[src/include/clkgen_regs.vh]
// register map, field positions, reset values and timing for clock generation
`ifndef CLKGEN_REGS_VH
`define CLKGEN_REGS_VH

// ----------------------------------------------------------------------
// register byte addresses
// ----------------------------------------------------------------------
`define OFS_CLOCK_CONTROL  8'h00
`define OFS_RC_TRIM        8'h04
`define OFS_CPU_DIVISOR    8'h08
`define OFS_AUX_FUNCTION   8'h0C
`define OFS_CLOCK_STATUS   8'h10

// ----------------------------------------------------------------------
// field positions
// ----------------------------------------------------------------------
`define CC_SWITCH_DONE     7
`define CC_XTAL_WDT        4
`define CC_DOUBLER         3
`define TR_RC_CLK_SEL      7
`define TR_CLKOUT_EN       6
`define AUX_LOW_POWER      7
`define USER_CONFIG_BYTE_ONE_SRC_MSB      2
`define USER_CONFIG_BYTE_TWO_DOUBLER      7

// ----------------------------------------------------------------------
// reset values
// ----------------------------------------------------------------------
`define RST_CLOCK_CONTROL  8'h80
`define RST_CPU_DIVISOR    8'h00
`define RST_SOURCE         3'h0

// ----------------------------------------------------------------------
// oscillator source codes
// ----------------------------------------------------------------------
`define SRC_XTAL_HIGH      3'h0
`define SRC_XTAL_MED       3'h1
`define SRC_XTAL_LOW       3'h2
`define SRC_RC             3'h3
`define SRC_WDT            3'h4
`define SRC_EXT            3'h7

// ----------------------------------------------------------------------
// wake-up timing
// ----------------------------------------------------------------------
`define HCLK_MHZ           50
`define XTAL_WAKE_OSC      11'h400
`define SHORT_WAKE_OSC     11'h020
`define XTAL_WAKE_US       60
`define XTAL_WAKE_CYC      14'd3000
`define RC_WAKE_US         200
`define RC_WAKE_CYC        14'd10000

`endif

[src/cpu_clock_divider.v]
// oscillator clock divider producing the cpu clock enable
`timescale 1ns/1ps
`default_nettype none

module cpu_clock_divider
(
    input  wire       clk,
    input  wire       rst_n,
    input  wire       osc_tick,
    input  wire       run,
    input  wire [7:0] divisor,
    output reg        tick_ff
);

    reg  [8:0] count_ff;

    // factor is 2*m, or 1 for m = 0; so 255 gives the largest factor, 510
    function [8:0] last_count;
        input [7:0] m;
        begin
            if (m == 8'h00)
                last_count = 9'h000;
            else
                last_count = {m, 1'b0} - 9'h001;
        end
    endfunction

    // ------------------------------------------------------------------
    // counter
    // ------------------------------------------------------------------
    // compare with >= so a smaller divisor written mid-count takes effect
    // at once without wrapping; the period only ever ends at a whole tick
    always @(posedge clk or negedge rst_n)
    begin
        if (!rst_n)
        begin
            count_ff <= 9'h000;
            tick_ff  <= 1'b0;
        end
        else if (!run)
        begin
            count_ff <= 9'h000;
            tick_ff  <= 1'b0;
        end
        else if (osc_tick)
        begin
            if (count_ff >= last_count(divisor))
            begin
                count_ff <= 9'h000;
                tick_ff  <= 1'b1;
            end
            else
            begin
                count_ff <= count_ff + 9'h001;
                tick_ff  <= 1'b0;
            end
        end
        else
        begin
            tick_ff <= 1'b0;
        end
    end

endmodule

`default_nettype wire

[src/clk_wakeup_timer.v]
// wake-up delay timer: oscillator ticks then a fixed stretch of time
`timescale 1ns/1ps
`default_nettype none

`include "clkgen_regs.vh"

module clk_wakeup_timer
#(
    parameter [13:0] RC_WAKE_CYC = 14'd10000
)
(
    input  wire       clk,
    input  wire       rst_n,
    input  wire       start,
    input  wire       osc_tick,
    input  wire [2:0] src,
    output reg        busy_ff,
    output reg        done_ff
);

    localparam [2:0] ST_IDLE = 3'b001;
    localparam [2:0] ST_OSC  = 3'b010;
    localparam [2:0] ST_TIME = 3'b100;
    localparam [13:0] XTAL_CYC = `XTAL_WAKE_CYC;

    reg  [2:0]  state_ff;
    reg  [10:0] osc_cnt_ff;
    reg  [13:0] time_cnt_ff;

    function is_xtal;
        input [2:0] s;
        begin
            is_xtal = (s == `SRC_XTAL_HIGH) || (s == `SRC_XTAL_MED) ||
                      (s == `SRC_XTAL_LOW);
        end
    endfunction

    // ------------------------------------------------------------------
    // sequencer
    // ------------------------------------------------------------------
    always @(posedge clk or negedge rst_n)
    begin
        if (!rst_n)
        begin
            state_ff    <= ST_IDLE;
            osc_cnt_ff  <= 11'h000;
            time_cnt_ff <= 14'h0000;
            busy_ff     <= 1'b0;
            done_ff     <= 1'b0;
        end
        else if (start)
        begin
            state_ff <= ST_OSC;
            busy_ff  <= 1'b1;
            done_ff  <= 1'b0;
            if (is_xtal(src))
            begin
                osc_cnt_ff  <= `XTAL_WAKE_OSC;
                time_cnt_ff <= XTAL_CYC;
            end
            else if (src == `SRC_RC)
            begin
                osc_cnt_ff  <= 11'h000;
                time_cnt_ff <= RC_WAKE_CYC;
            end
            else
            begin
                osc_cnt_ff  <= `SHORT_WAKE_OSC;
                time_cnt_ff <= 14'h0000;
            end
        end
        else
        begin
            done_ff <= 1'b0;
            case (state_ff)
                ST_OSC:
                begin
                    if (osc_cnt_ff == 11'h000)
                        state_ff <= ST_TIME;
                    else if (osc_tick)
                        osc_cnt_ff <= osc_cnt_ff - 11'h001;
                end
                ST_TIME:
                begin
                    if (time_cnt_ff == 14'h0000)
                    begin
                        state_ff <= ST_IDLE;
                        busy_ff  <= 1'b0;
                        done_ff  <= 1'b1;
                    end
                    else
                        time_cnt_ff <= time_cnt_ff - 14'h0001;
                end
                ST_IDLE:
                    state_ff <= ST_IDLE;
                default:
                begin
                    state_ff <= ST_IDLE;
                    busy_ff  <= 1'b0;
                end
            endcase
        end
    end

endmodule

`default_nettype wire

[src/system_clock_generation.v]
// clock source selection, wake-up gating, cpu divider and clock output
//
// Operation
// machine cycle spans exactly two cpu clocks
// peripheral clock runs at half cpu clock
// oscillator clock picked from four sources
// rc clock nominal, doubled when doubler set
// crystal clocks watchdog only in low-speed option
// clock out only when enabled, crystal unused
// clock out toggles at half cpu clock
// six-bit rc trim loaded at reset, writable
// low-power bit clear on reset, software sets
// doubler use needs both brownout enables set; the doubler bit is taken here without any brownout check
// external clock above 12 MHz needs brownout; the external source is accepted here without any brownout check
// external clock accepted from 0 Hz upward
// switch-complete flag clears, then sets when done
// clock control writes refused while switching
// crystal wake-up: 1024 ticks plus time
// rc wake-up: fixed 200 to 300 us
// watchdog or external wake-up: 32 ticks
// cpu clock divided, factor up to 510
// divisor change applies anytime without stalling
// source choice comes from nonvolatile configuration
// source and doubler bits loaded from configuration
// trim register: select, clock out, tuning
// switching gates cpu clock until source ready
`timescale 1ns/1ps
`default_nettype none

`include "clkgen_regs.vh"

module system_clock_generation
#(
    parameter [13:0] RC_WAKE_CYC = `RC_WAKE_CYC
)
(
    input  wire        hclk,
    input  wire        hresetn,
    input  wire        hsel,
    input  wire [31:0] haddr,
    input  wire        hwrite,
    input  wire [1:0]  htrans,
    input  wire [2:0]  hsize,
    input  wire [31:0] hwdata,
    input  wire        hready,
    output reg  [31:0] hrdata,
    output reg         hreadyout,
    output reg         hresp,
    input  wire        wdt_osc_tick,
    input  wire        rc_osc_tick,
    input  wire        rc_osc_dbl_tick,
    input  wire        xtal_osc_tick,
    input  wire        ext_clk_tick,
    input  wire [7:0]  user_config_byte_one,
    input  wire [7:0]  user_config_byte_two,
    input  wire [5:0]  factory_trim,
    input  wire        rtc_uses_crystal,
    input  wire        wake_request,
    output reg         oscillator_clock,
    output wire        cpu_clock,
    output reg         peripheral_clock,
    output reg         machine_cycle,
    output reg         crystal_output_pin_out,
    output reg         crystal_output_pin_oe_n,
    output reg  [5:0]  rc_trim,
    output reg         rc_clock_select,
    output reg         low_power_clock_mode,
    output reg         watchdog_uses_crystal,
    output reg         switch_complete_flag,
    output reg  [2:0]  active_source
);

    // ------------------------------------------------------------------
    // state
    // ------------------------------------------------------------------
    reg         load_cfg_ff;
    reg         wr_pend_ff;
    reg  [7:0]  wr_addr_ff;
    reg  [2:0]  cfg_src_ff;
    reg         cfg_dbl_ff;
    reg         xtal_wdt_ff;
    reg         active_dbl_ff;
    reg         clkout_en_ff;
    reg  [7:0]  divisor_ff;
    reg         cpu_phase_ff;
    reg         wake_start_ff;
    reg  [2:0]  wake_src_ff;
    wire        wake_busy;
    wire        wake_done;
    wire        wake_tick;
    wire        addr_phase;
    wire        src_changes;
    wire [7:0]  wr_byte;
    wire        clkout_allowed;

    function is_xtal;
        input [2:0] s;
        begin
            is_xtal = (s == `SRC_XTAL_HIGH) || (s == `SRC_XTAL_MED) ||
                      (s == `SRC_XTAL_LOW);
        end
    endfunction

    // one oscillator tick stream per source code; unused codes fall to rc
    function pick_tick;
        input [2:0] s;
        input       dbl;
        input       t_wdt;
        input       t_rc;
        input       t_rc2;
        input       t_xtal;
        input       t_ext;
        begin
            if (is_xtal(s))
                pick_tick = t_xtal;
            else if (s == `SRC_WDT)
                pick_tick = t_wdt;
            else if (s == `SRC_EXT)
                pick_tick = t_ext;
            else
                pick_tick = dbl ? t_rc2 : t_rc;
        end
    endfunction

    assign addr_phase  = hsel && hready && htrans[1];
    assign wr_byte     = hwdata[7:0];
    assign src_changes = (wr_byte[2:0] != active_source) ||
                         (wr_byte[`CC_DOUBLER] != active_dbl_ff);
    assign clkout_allowed = clkout_en_ff && !is_xtal(active_source) &&
                            !rtc_uses_crystal && !xtal_wdt_ff;
    assign wake_tick = pick_tick(wake_src_ff, cfg_dbl_ff, wdt_osc_tick,
                                 rc_osc_tick, rc_osc_dbl_tick,
                                 xtal_osc_tick, ext_clk_tick);

    // ------------------------------------------------------------------
    // ahb-lite slave, zero wait states
    // ------------------------------------------------------------------
    always @(posedge hclk or negedge hresetn)
    begin
        if (!hresetn)
        begin
            wr_pend_ff <= 1'b0;
            wr_addr_ff <= 8'h00;
            hrdata     <= 32'h0000_0000;
            hreadyout  <= 1'b0;
            hresp      <= 1'b0;
        end
        else
        begin
            hreadyout  <= 1'b1;
            hresp      <= 1'b0;
            wr_pend_ff <= addr_phase && hwrite;
            if (addr_phase)
                wr_addr_ff <= haddr[7:0];
            if (addr_phase && !hwrite)
            begin
                case (haddr[7:0])
                    `OFS_CLOCK_CONTROL:
                        hrdata <= {24'h000000, switch_complete_flag, 2'b00,
                                   xtal_wdt_ff, cfg_dbl_ff, cfg_src_ff};
                    `OFS_RC_TRIM:
                        hrdata <= {24'h000000, rc_clock_select,
                                   clkout_en_ff, rc_trim};
                    `OFS_CPU_DIVISOR:
                        hrdata <= {24'h000000, divisor_ff};
                    `OFS_AUX_FUNCTION:
                        hrdata <= {24'h000000, low_power_clock_mode,
                                   7'h00};
                    `OFS_CLOCK_STATUS:
                        hrdata <= {28'h0000000, active_dbl_ff,
                                   active_source == `SRC_EXT,
                                   wake_busy, !wake_busy};
                    default:
                        hrdata <= 32'h0000_0000;
                endcase
            end
        end
    end

    // ------------------------------------------------------------------
    // configuration and software registers
    // ------------------------------------------------------------------
    // configuration pins are captured on the first edge after reset
    // release, since an asynchronous reset may only load constants
    always @(posedge hclk or negedge hresetn)
    begin
        if (!hresetn)
        begin
            load_cfg_ff          <= 1'b1;
            cfg_src_ff           <= `RST_SOURCE;
            cfg_dbl_ff           <= 1'b0;
            xtal_wdt_ff          <= 1'b0;
            active_source        <= `RST_SOURCE;
            active_dbl_ff        <= 1'b0;
            switch_complete_flag <= 1'b1;
            rc_trim              <= 6'h00;
            rc_clock_select      <= 1'b0;
            clkout_en_ff         <= 1'b0;
            divisor_ff           <= `RST_CPU_DIVISOR;
            low_power_clock_mode <= 1'b0;
            wake_start_ff        <= 1'b0;
            wake_src_ff          <= 3'h0;
        end
        else
        begin
            load_cfg_ff   <= 1'b0;
            wake_start_ff <= 1'b0;
            if (load_cfg_ff)
            begin

                cfg_src_ff    <= user_config_byte_one[`USER_CONFIG_BYTE_ONE_SRC_MSB:0];
                active_source <= user_config_byte_one[`USER_CONFIG_BYTE_ONE_SRC_MSB:0];
                wake_src_ff   <= user_config_byte_one[`USER_CONFIG_BYTE_ONE_SRC_MSB:0];
                cfg_dbl_ff    <= user_config_byte_two[`USER_CONFIG_BYTE_TWO_DOUBLER];
                active_dbl_ff <= user_config_byte_two[`USER_CONFIG_BYTE_TWO_DOUBLER];
                rc_trim       <= factory_trim;
                wake_start_ff <= 1'b1;
            end
            else if (wake_done && !switch_complete_flag)
            begin
                active_source        <= wake_src_ff;
                active_dbl_ff        <= cfg_dbl_ff;
                switch_complete_flag <= 1'b1;
            end
            else if (wake_request && !wake_busy)
            begin
                wake_src_ff   <= active_source;
                wake_start_ff <= 1'b1;
            end

            if (wr_pend_ff && !load_cfg_ff)
            begin
                case (wr_addr_ff)
                    `OFS_CLOCK_CONTROL:
                    begin
                        // refused while a switch is in flight
                        if (switch_complete_flag && !wake_busy)
                        begin
                            cfg_src_ff  <= wr_byte[2:0];
                            cfg_dbl_ff  <= wr_byte[`CC_DOUBLER];
                            xtal_wdt_ff <= wr_byte[`CC_XTAL_WDT];
                            if (src_changes)
                            begin
                                switch_complete_flag <= 1'b0;
                                wake_src_ff   <= wr_byte[2:0];
                                wake_start_ff <= 1'b1;
                            end
                        end
                    end
                    `OFS_RC_TRIM:
                    begin
                        rc_trim         <= wr_byte[5:0];
                        clkout_en_ff    <= wr_byte[`TR_CLKOUT_EN];
                        rc_clock_select <= wr_byte[`TR_RC_CLK_SEL];
                    end
                    `OFS_CPU_DIVISOR:
                        divisor_ff <= wr_byte;
                    `OFS_AUX_FUNCTION:
                        low_power_clock_mode <= wr_byte[`AUX_LOW_POWER];
                    default:
                        divisor_ff <= divisor_ff;
                endcase
            end
        end
    end

    // ------------------------------------------------------------------
    // oscillator clock and derived enables
    // ------------------------------------------------------------------
    // every source is an enable stream in the hclk domain, so an external
    // clock may stop entirely without upsetting any logic here
    always @(posedge hclk or negedge hresetn)
    begin
        if (!hresetn)
        begin
            oscillator_clock      <= 1'b0;
            peripheral_clock      <= 1'b0;
            machine_cycle         <= 1'b0;
            cpu_phase_ff          <= 1'b0;
            watchdog_uses_crystal <= 1'b0;
        end
        else
        begin

            oscillator_clock <= pick_tick(active_source, active_dbl_ff,
                                          wdt_osc_tick, rc_osc_tick,
                                          rc_osc_dbl_tick, xtal_osc_tick,
                                          ext_clk_tick);

            watchdog_uses_crystal <= xtal_wdt_ff &&
                                     (active_source == `SRC_XTAL_LOW);
            if (cpu_clock)
                cpu_phase_ff <= !cpu_phase_ff;
            peripheral_clock <= cpu_clock && cpu_phase_ff;
            machine_cycle    <= cpu_clock && cpu_phase_ff;
        end
    end

    // ------------------------------------------------------------------
    // clock output pin
    // ------------------------------------------------------------------
    always @(posedge hclk or negedge hresetn)
    begin
        if (!hresetn)
        begin
            crystal_output_pin_out  <= 1'b0;
            crystal_output_pin_oe_n <= 1'b1;
        end
        else if (clkout_allowed)
        begin
            crystal_output_pin_oe_n <= 1'b0;
            if (cpu_clock)
                crystal_output_pin_out <= !crystal_output_pin_out;
        end
        else
        begin
            crystal_output_pin_out  <= 1'b0;
            crystal_output_pin_oe_n <= 1'b1;
        end
    end

    // ------------------------------------------------------------------
    // submodules
    // ------------------------------------------------------------------
    clk_wakeup_timer
    #(
        .RC_WAKE_CYC (RC_WAKE_CYC)
    )
    u_wakeup
    (
        .clk      (hclk),
        .rst_n    (hresetn),
        .start    (wake_start_ff),
        .osc_tick (wake_tick),
        .src      (wake_src_ff),
        .busy_ff  (wake_busy),
        .done_ff  (wake_done)
    );

    // cpu clock is held low for the whole wake-up of the new source
    cpu_clock_divider u_divider
    (
        .clk      (hclk),
        .rst_n    (hresetn),
        .osc_tick (oscillator_clock),
        .run      (!wake_busy && !wake_start_ff && !load_cfg_ff),
        .divisor  (divisor_ff),
        .tick_ff  (cpu_clock)
    );

endmodule

`default_nettype wire

[config.mk]
export PLATFORM = sky130hd
export DESIGN_NAME = system_clock_generation
export DESIGN_NICKNAME = d
export VERILOG_FILES = /design/src/cpu_clock_divider.v /design/src/clk_wakeup_timer.v /design/src/system_clock_generation.v
export VERILOG_INCLUDE_DIRS = /design/src /design/src/include
export SDC_FILE = /design/constraint.sdc
export NUM_CORES = 1
export LEC_CHECK = 0
export ABC_AREA = 1
export ABC_CLOCK_PERIOD_IN_PS = 2530
export BUFFER_PORTS_ARGS = -buffer_cell sky130_fd_sc_hd__buf_2
export CAP_MARGIN = 20
export CELL_PAD_IN_SITES_DETAIL_PLACEMENT = 0
export CELL_PAD_IN_SITES_GLOBAL_PLACEMENT = 1
export CORE_UTILIZATION = 38
export CTS_CLUSTER_DIAMETER = 80
export DETAILED_ROUTE_END_ITERATION = 7
export PLACE_DENSITY = 0.83
export SLEW_MARGIN = 0
export SYNTH_ARGS = -nofsm -noshare
export SYNTH_HDL_FRONTEND = slang
export SYNTH_SLANG_ARGS = --single-unit
[constraint.sdc]
create_clock -name hclk -period 2.53 [get_ports hclk]
set_input_delay 0.506 -clock hclk [delete_from_list [all_inputs] [get_ports hclk]]
set_output_delay 0.506 -clock hclk [all_outputs]
set_load 0.05 [all_outputs]
==> results.md <==
* GPL Wtd Cong at 0.8025
* Total grt overflow at 0
* Later-pin clock latency in the skew report at 0.35 ns
* Top post-synthesis cells by area: dfrtp_1 (40%), nand2_1 (11%), nand3_1 (7.8%)
* Dpl hpwl at between 10000 and 15000 um
* Rel. slew slack at 55.43%
* Ys flop type: dfrtp_1
* Post-synthesis sequential area ratio at roughly two fifths
* Largest net degree at the start of global routing at 47
* Initial antenna violation count at 0
* CP Max Fanout at 10
* Setup_tns at 0 ns
* Run status: finished with violations
* Detailed Routing Iterations Pass 1 at 7
* Yosys cell types at 42
* CTS sink cnt at 96
* Diodes inserted at 0
* Worst path required time at ~2.8 ns
* Final setup viols at 0
* Clock skew at between 0.01 and 0.015 ns
* DIE AREA at 0.01578 mm^2
* Mux share of post-synthesis cell area at less than 1%
* Clock power frac at 28.1%
* Crit Path Class: register to register
* Int Power at roughly 3.1 mW
* CTS tree: built
* P&R area growth vs syn at 13.73%
* DR iter-0 viols at 279
* Routed wire length at about 14000 um
* EDFF count, synth at 0
* PwrDens at between 700 and 800 mW/mm^2
* Failing checks: DRC
* CTS buffer count at 9
* H-tree depth at 3
* Sequential share of power at around two fifths
* RR Startpoint: divisor_ff[2]$_DFFE_PN0P_
* M1 WL at roughly 6900 um
* Synth Area in Compound Gates at around 9%
* Worst slew pin tran at between 0.6 and 0.7 ns
* Power, Total at between 5 and 6 mW
* DIE HEIGHT at about 130 um
* First-pass GRT wire length at 24350 um
* Max IR drop VDD at 0.0004977 V
* Cell row count at between 40 and 50
* Initial core utilization at 39.50%
* Filler Cell Count at 1572
* Xor and xnor area share after synthesis at 2.565%
* Via density at ~4.8
* Yosys warning total at 0
* Root Buffer: clkbuf_16
* Seq cells post-synth at 96
* R2r setup slk at just under 0.3 ns
* Async set-reset flop share out of synthesis at between 90% and 100%
* Period utilization at 88.27%
* Vias post-DR at between 5000 and 6000
* Adder-Cell Fraction of Synth Area at under 10%
* Mapped Area at between 0.005 and 0.006 mm^2
* Final #Nets at about 970
* Most frequent cells after synthesis: nand2_1 (177), nor2_1 (103), dfrtp_1 (92), inv_1 (91), nand3_1 (90)
* I/O Buffers at between 60 and 70
* Post-placement cell area at approximately 0.0063 mm^2
* CP startpoint kind: register
* Mean Syn Cell Area at ~7.5 um^2
* Arrival time worst endpoint at about 2.5 ns
* Top Ports at 156
* Post-DR wirelength/cell at 13.66 um
* Leak Pwr at 3.489 nW
* Combinational Power Share at between 30% and 40%
* Place WS at roughly 0.23 ns
* Synth Area in Simple Gates at roughly a third
* Top sig layer: met4
* Layout cells sized above 1 at 14.70%
* Tmin final at roughly 2.2 ns
* Final WS setup at 0.2967 ns
* CP Capture Type: register
* Syn Inst Count at a little under 800
* Clock Pin Slew Worst Setup and Hold Paths at approximately 0.07 ns
* Largest family of logic cells by synthesized area: simple AND/OR/NAND/NOR gates
* Final hold viol count at 0
* FMAX at 0.4478 GHz
* Metal3 WL at 401 um
* CTS Hold Bufs at 0
* Design area at between 0.006 and 0.007 mm^2
* Hold Crit Class: input port to async pin
* Post-Route Utilization at approximately 45%
* Largest buffer count on any clock path at 2
* Switching power at 1.985 mW
* DRC viols at 6
* Sw Ratio at 38.86%
* Synth top area share at about two fifths
* DRT antenna net count at 0
* Die width at between 100 and 150 um
* Slew Limit Fails at 0
* Tot GR Track Use at 19.53%
* Area leader, netlist: dfrtp_1
* Met2 routed WL at approximately 6800 um
* Count leader, synth: nand2_1
* Vias in the first global route at 4962
* Register-to-Register Path Depth at 12
* Reg2reg end: u_divider.count_ff[0]$_DFFE_PN0P_
* Max_cap viols at 0
* Core area at 0.01470 mm^2
## power groups by stage
| stage | Clock (mW) | Sequential [mW] | Combinational (mW) |
|---|---|---|---|
| 2_1_floorplan | 0 | 2.07 | 1.26 |
| 3_3_place_gp | 0 | 2.08 | 1.61 |
| 3_5_place_dp | 0 | 2.08 | 1.62 |
| 4_1_cts | 1.49 | 2.06 | 1.63 |
| 5_1_grt | 1.53 | 2.10 | 1.85 |
| 6_report | 1.43 | 2.06 | 1.62 |
## routing by layer
layer  track usage [%]  vias to the layer above
li1                  -                     2617
met1             25.44                     2352
met2             33.14                       69
met3             4.279                        7
met4             4.161                        0
met5                 0                        -
## worst max-delay path, stage by stage (launching register included)
cell and delay, ns:
dfrtp_1 0.42, nor3_2 0.22, nand2_1 0.09, nor3_1 0.18
xor2_1 0.18, nand2_1 0.07, ha_1 0.29, nand2_1 0.08
nor2_1 0.14, nand3b_1 0.08, nand4_1 0.09, buf_4 0.18
o21bai_1 0.08
## worst max path at each step
stage	slack (ns)	cells past startpoint	end	startpoint
2_1_floorplan	0.30	10	u_divider.count_ff[0]$_DFFE_PN0P_	divisor_ff[2]$_DFFE_PN0P_
5_1_grt	-0.0002	12	u_divider.count_ff[0]$_DFFE_PN0P_	divisor_ff[3]$_DFFE_PN0P_
4_1_cts	0.20	11	u_divider.count_ff[0]$_DFFE_PN0P_	divisor_ff[2]$_DFFE_PN0P_
3_3_place_gp	0.23	12	u_divider.count_ff[5]$_DFFE_PN0P_	divisor_ff[2]$_DFFE_PN0P_
6_report	0.30	12	u_divider.count_ff[0]$_DFFE_PN0P_	divisor_ff[2]$_DFFE_PN0P_
3_5_place_dp	0.23	12	u_divider.count_ff[0]$_DFFE_PN0P_	divisor_ff[2]$_DFFE_PN0P_
## sequential cells by signal, indices dropped and copies added, names as in the netlist, 6 cells and up
signal	flops
divisor_ff	8
hrdata	8
rc_trim	6
u_divider.count_ff	9
u_wakeup.osc_cnt_ff	11
u_wakeup.time_cnt_ff	14
wr_addr_ff	8
## metrics by stage
stage	hold slack, ns	instances
final	0.1629	1041
after CTS	0.1963	1041
after global placement	0.4578	1025
after global routing	0.2209	1041
after detailed placement	0.4616	1025
after floorplan	0.2104	804
## area by class of cell
| cell class | count | area (um^2) | area share [%] |
|---|---|---|---|
| multi-input cells | 572 | 2868 | 43.43 |
| flip-flops and latches | 96 | 2407 | 36.46 |
| repair buffers | 77 | 427.9 | 6.481 |
| inverters | 96 | 362.8 | 5.496 |
| well taps | 184 | 230.2 | 3.487 |
| clock buffers | 9 | 225.2 | 3.411 |
| clock inverters | 7 | 81.33 | 1.232 |
## placed cells by master (no fill, tap or decap), types with 3 or more instances in the layout
cell,n
nand2_1,177
nor2_1,103
dfrtp_1,92
inv_1,91
nand3_1,89
buf_2,65
o21ai_0,33
conb_1,27
a21oi_1,19
ha_1,14
nand4_1,13
nor3_1,11
buf_4,11
o21bai_1,10
xor2_1,9
o21ai_1,9
a31oi_1,9
clkbuf_16,9
xnor2_1,8
nand3b_1,8
o211ai_1,5
nand2_2,4
inv_2,4
inv_6,4
dfstp_2,4
nor2_2,3
## what timing repair did
action / CTS / global route
buffers inserted: 0 / 0
setup endpoints to repair: 0 / 10
resized for setup: 0 / 2
## cell families (layout without fill, tap and decap cells)
group,after synthesis,after routing
buffers and inverters,136,189
other,2,27
AOI/OAI and AO/OA,91,91
muxes,2,2
and+or+nand+nor,421,421
adders and majority gates,14,14
DFF,96,96
xor gates and xnor gates,17,17
(Power assumes the default switching activity.)
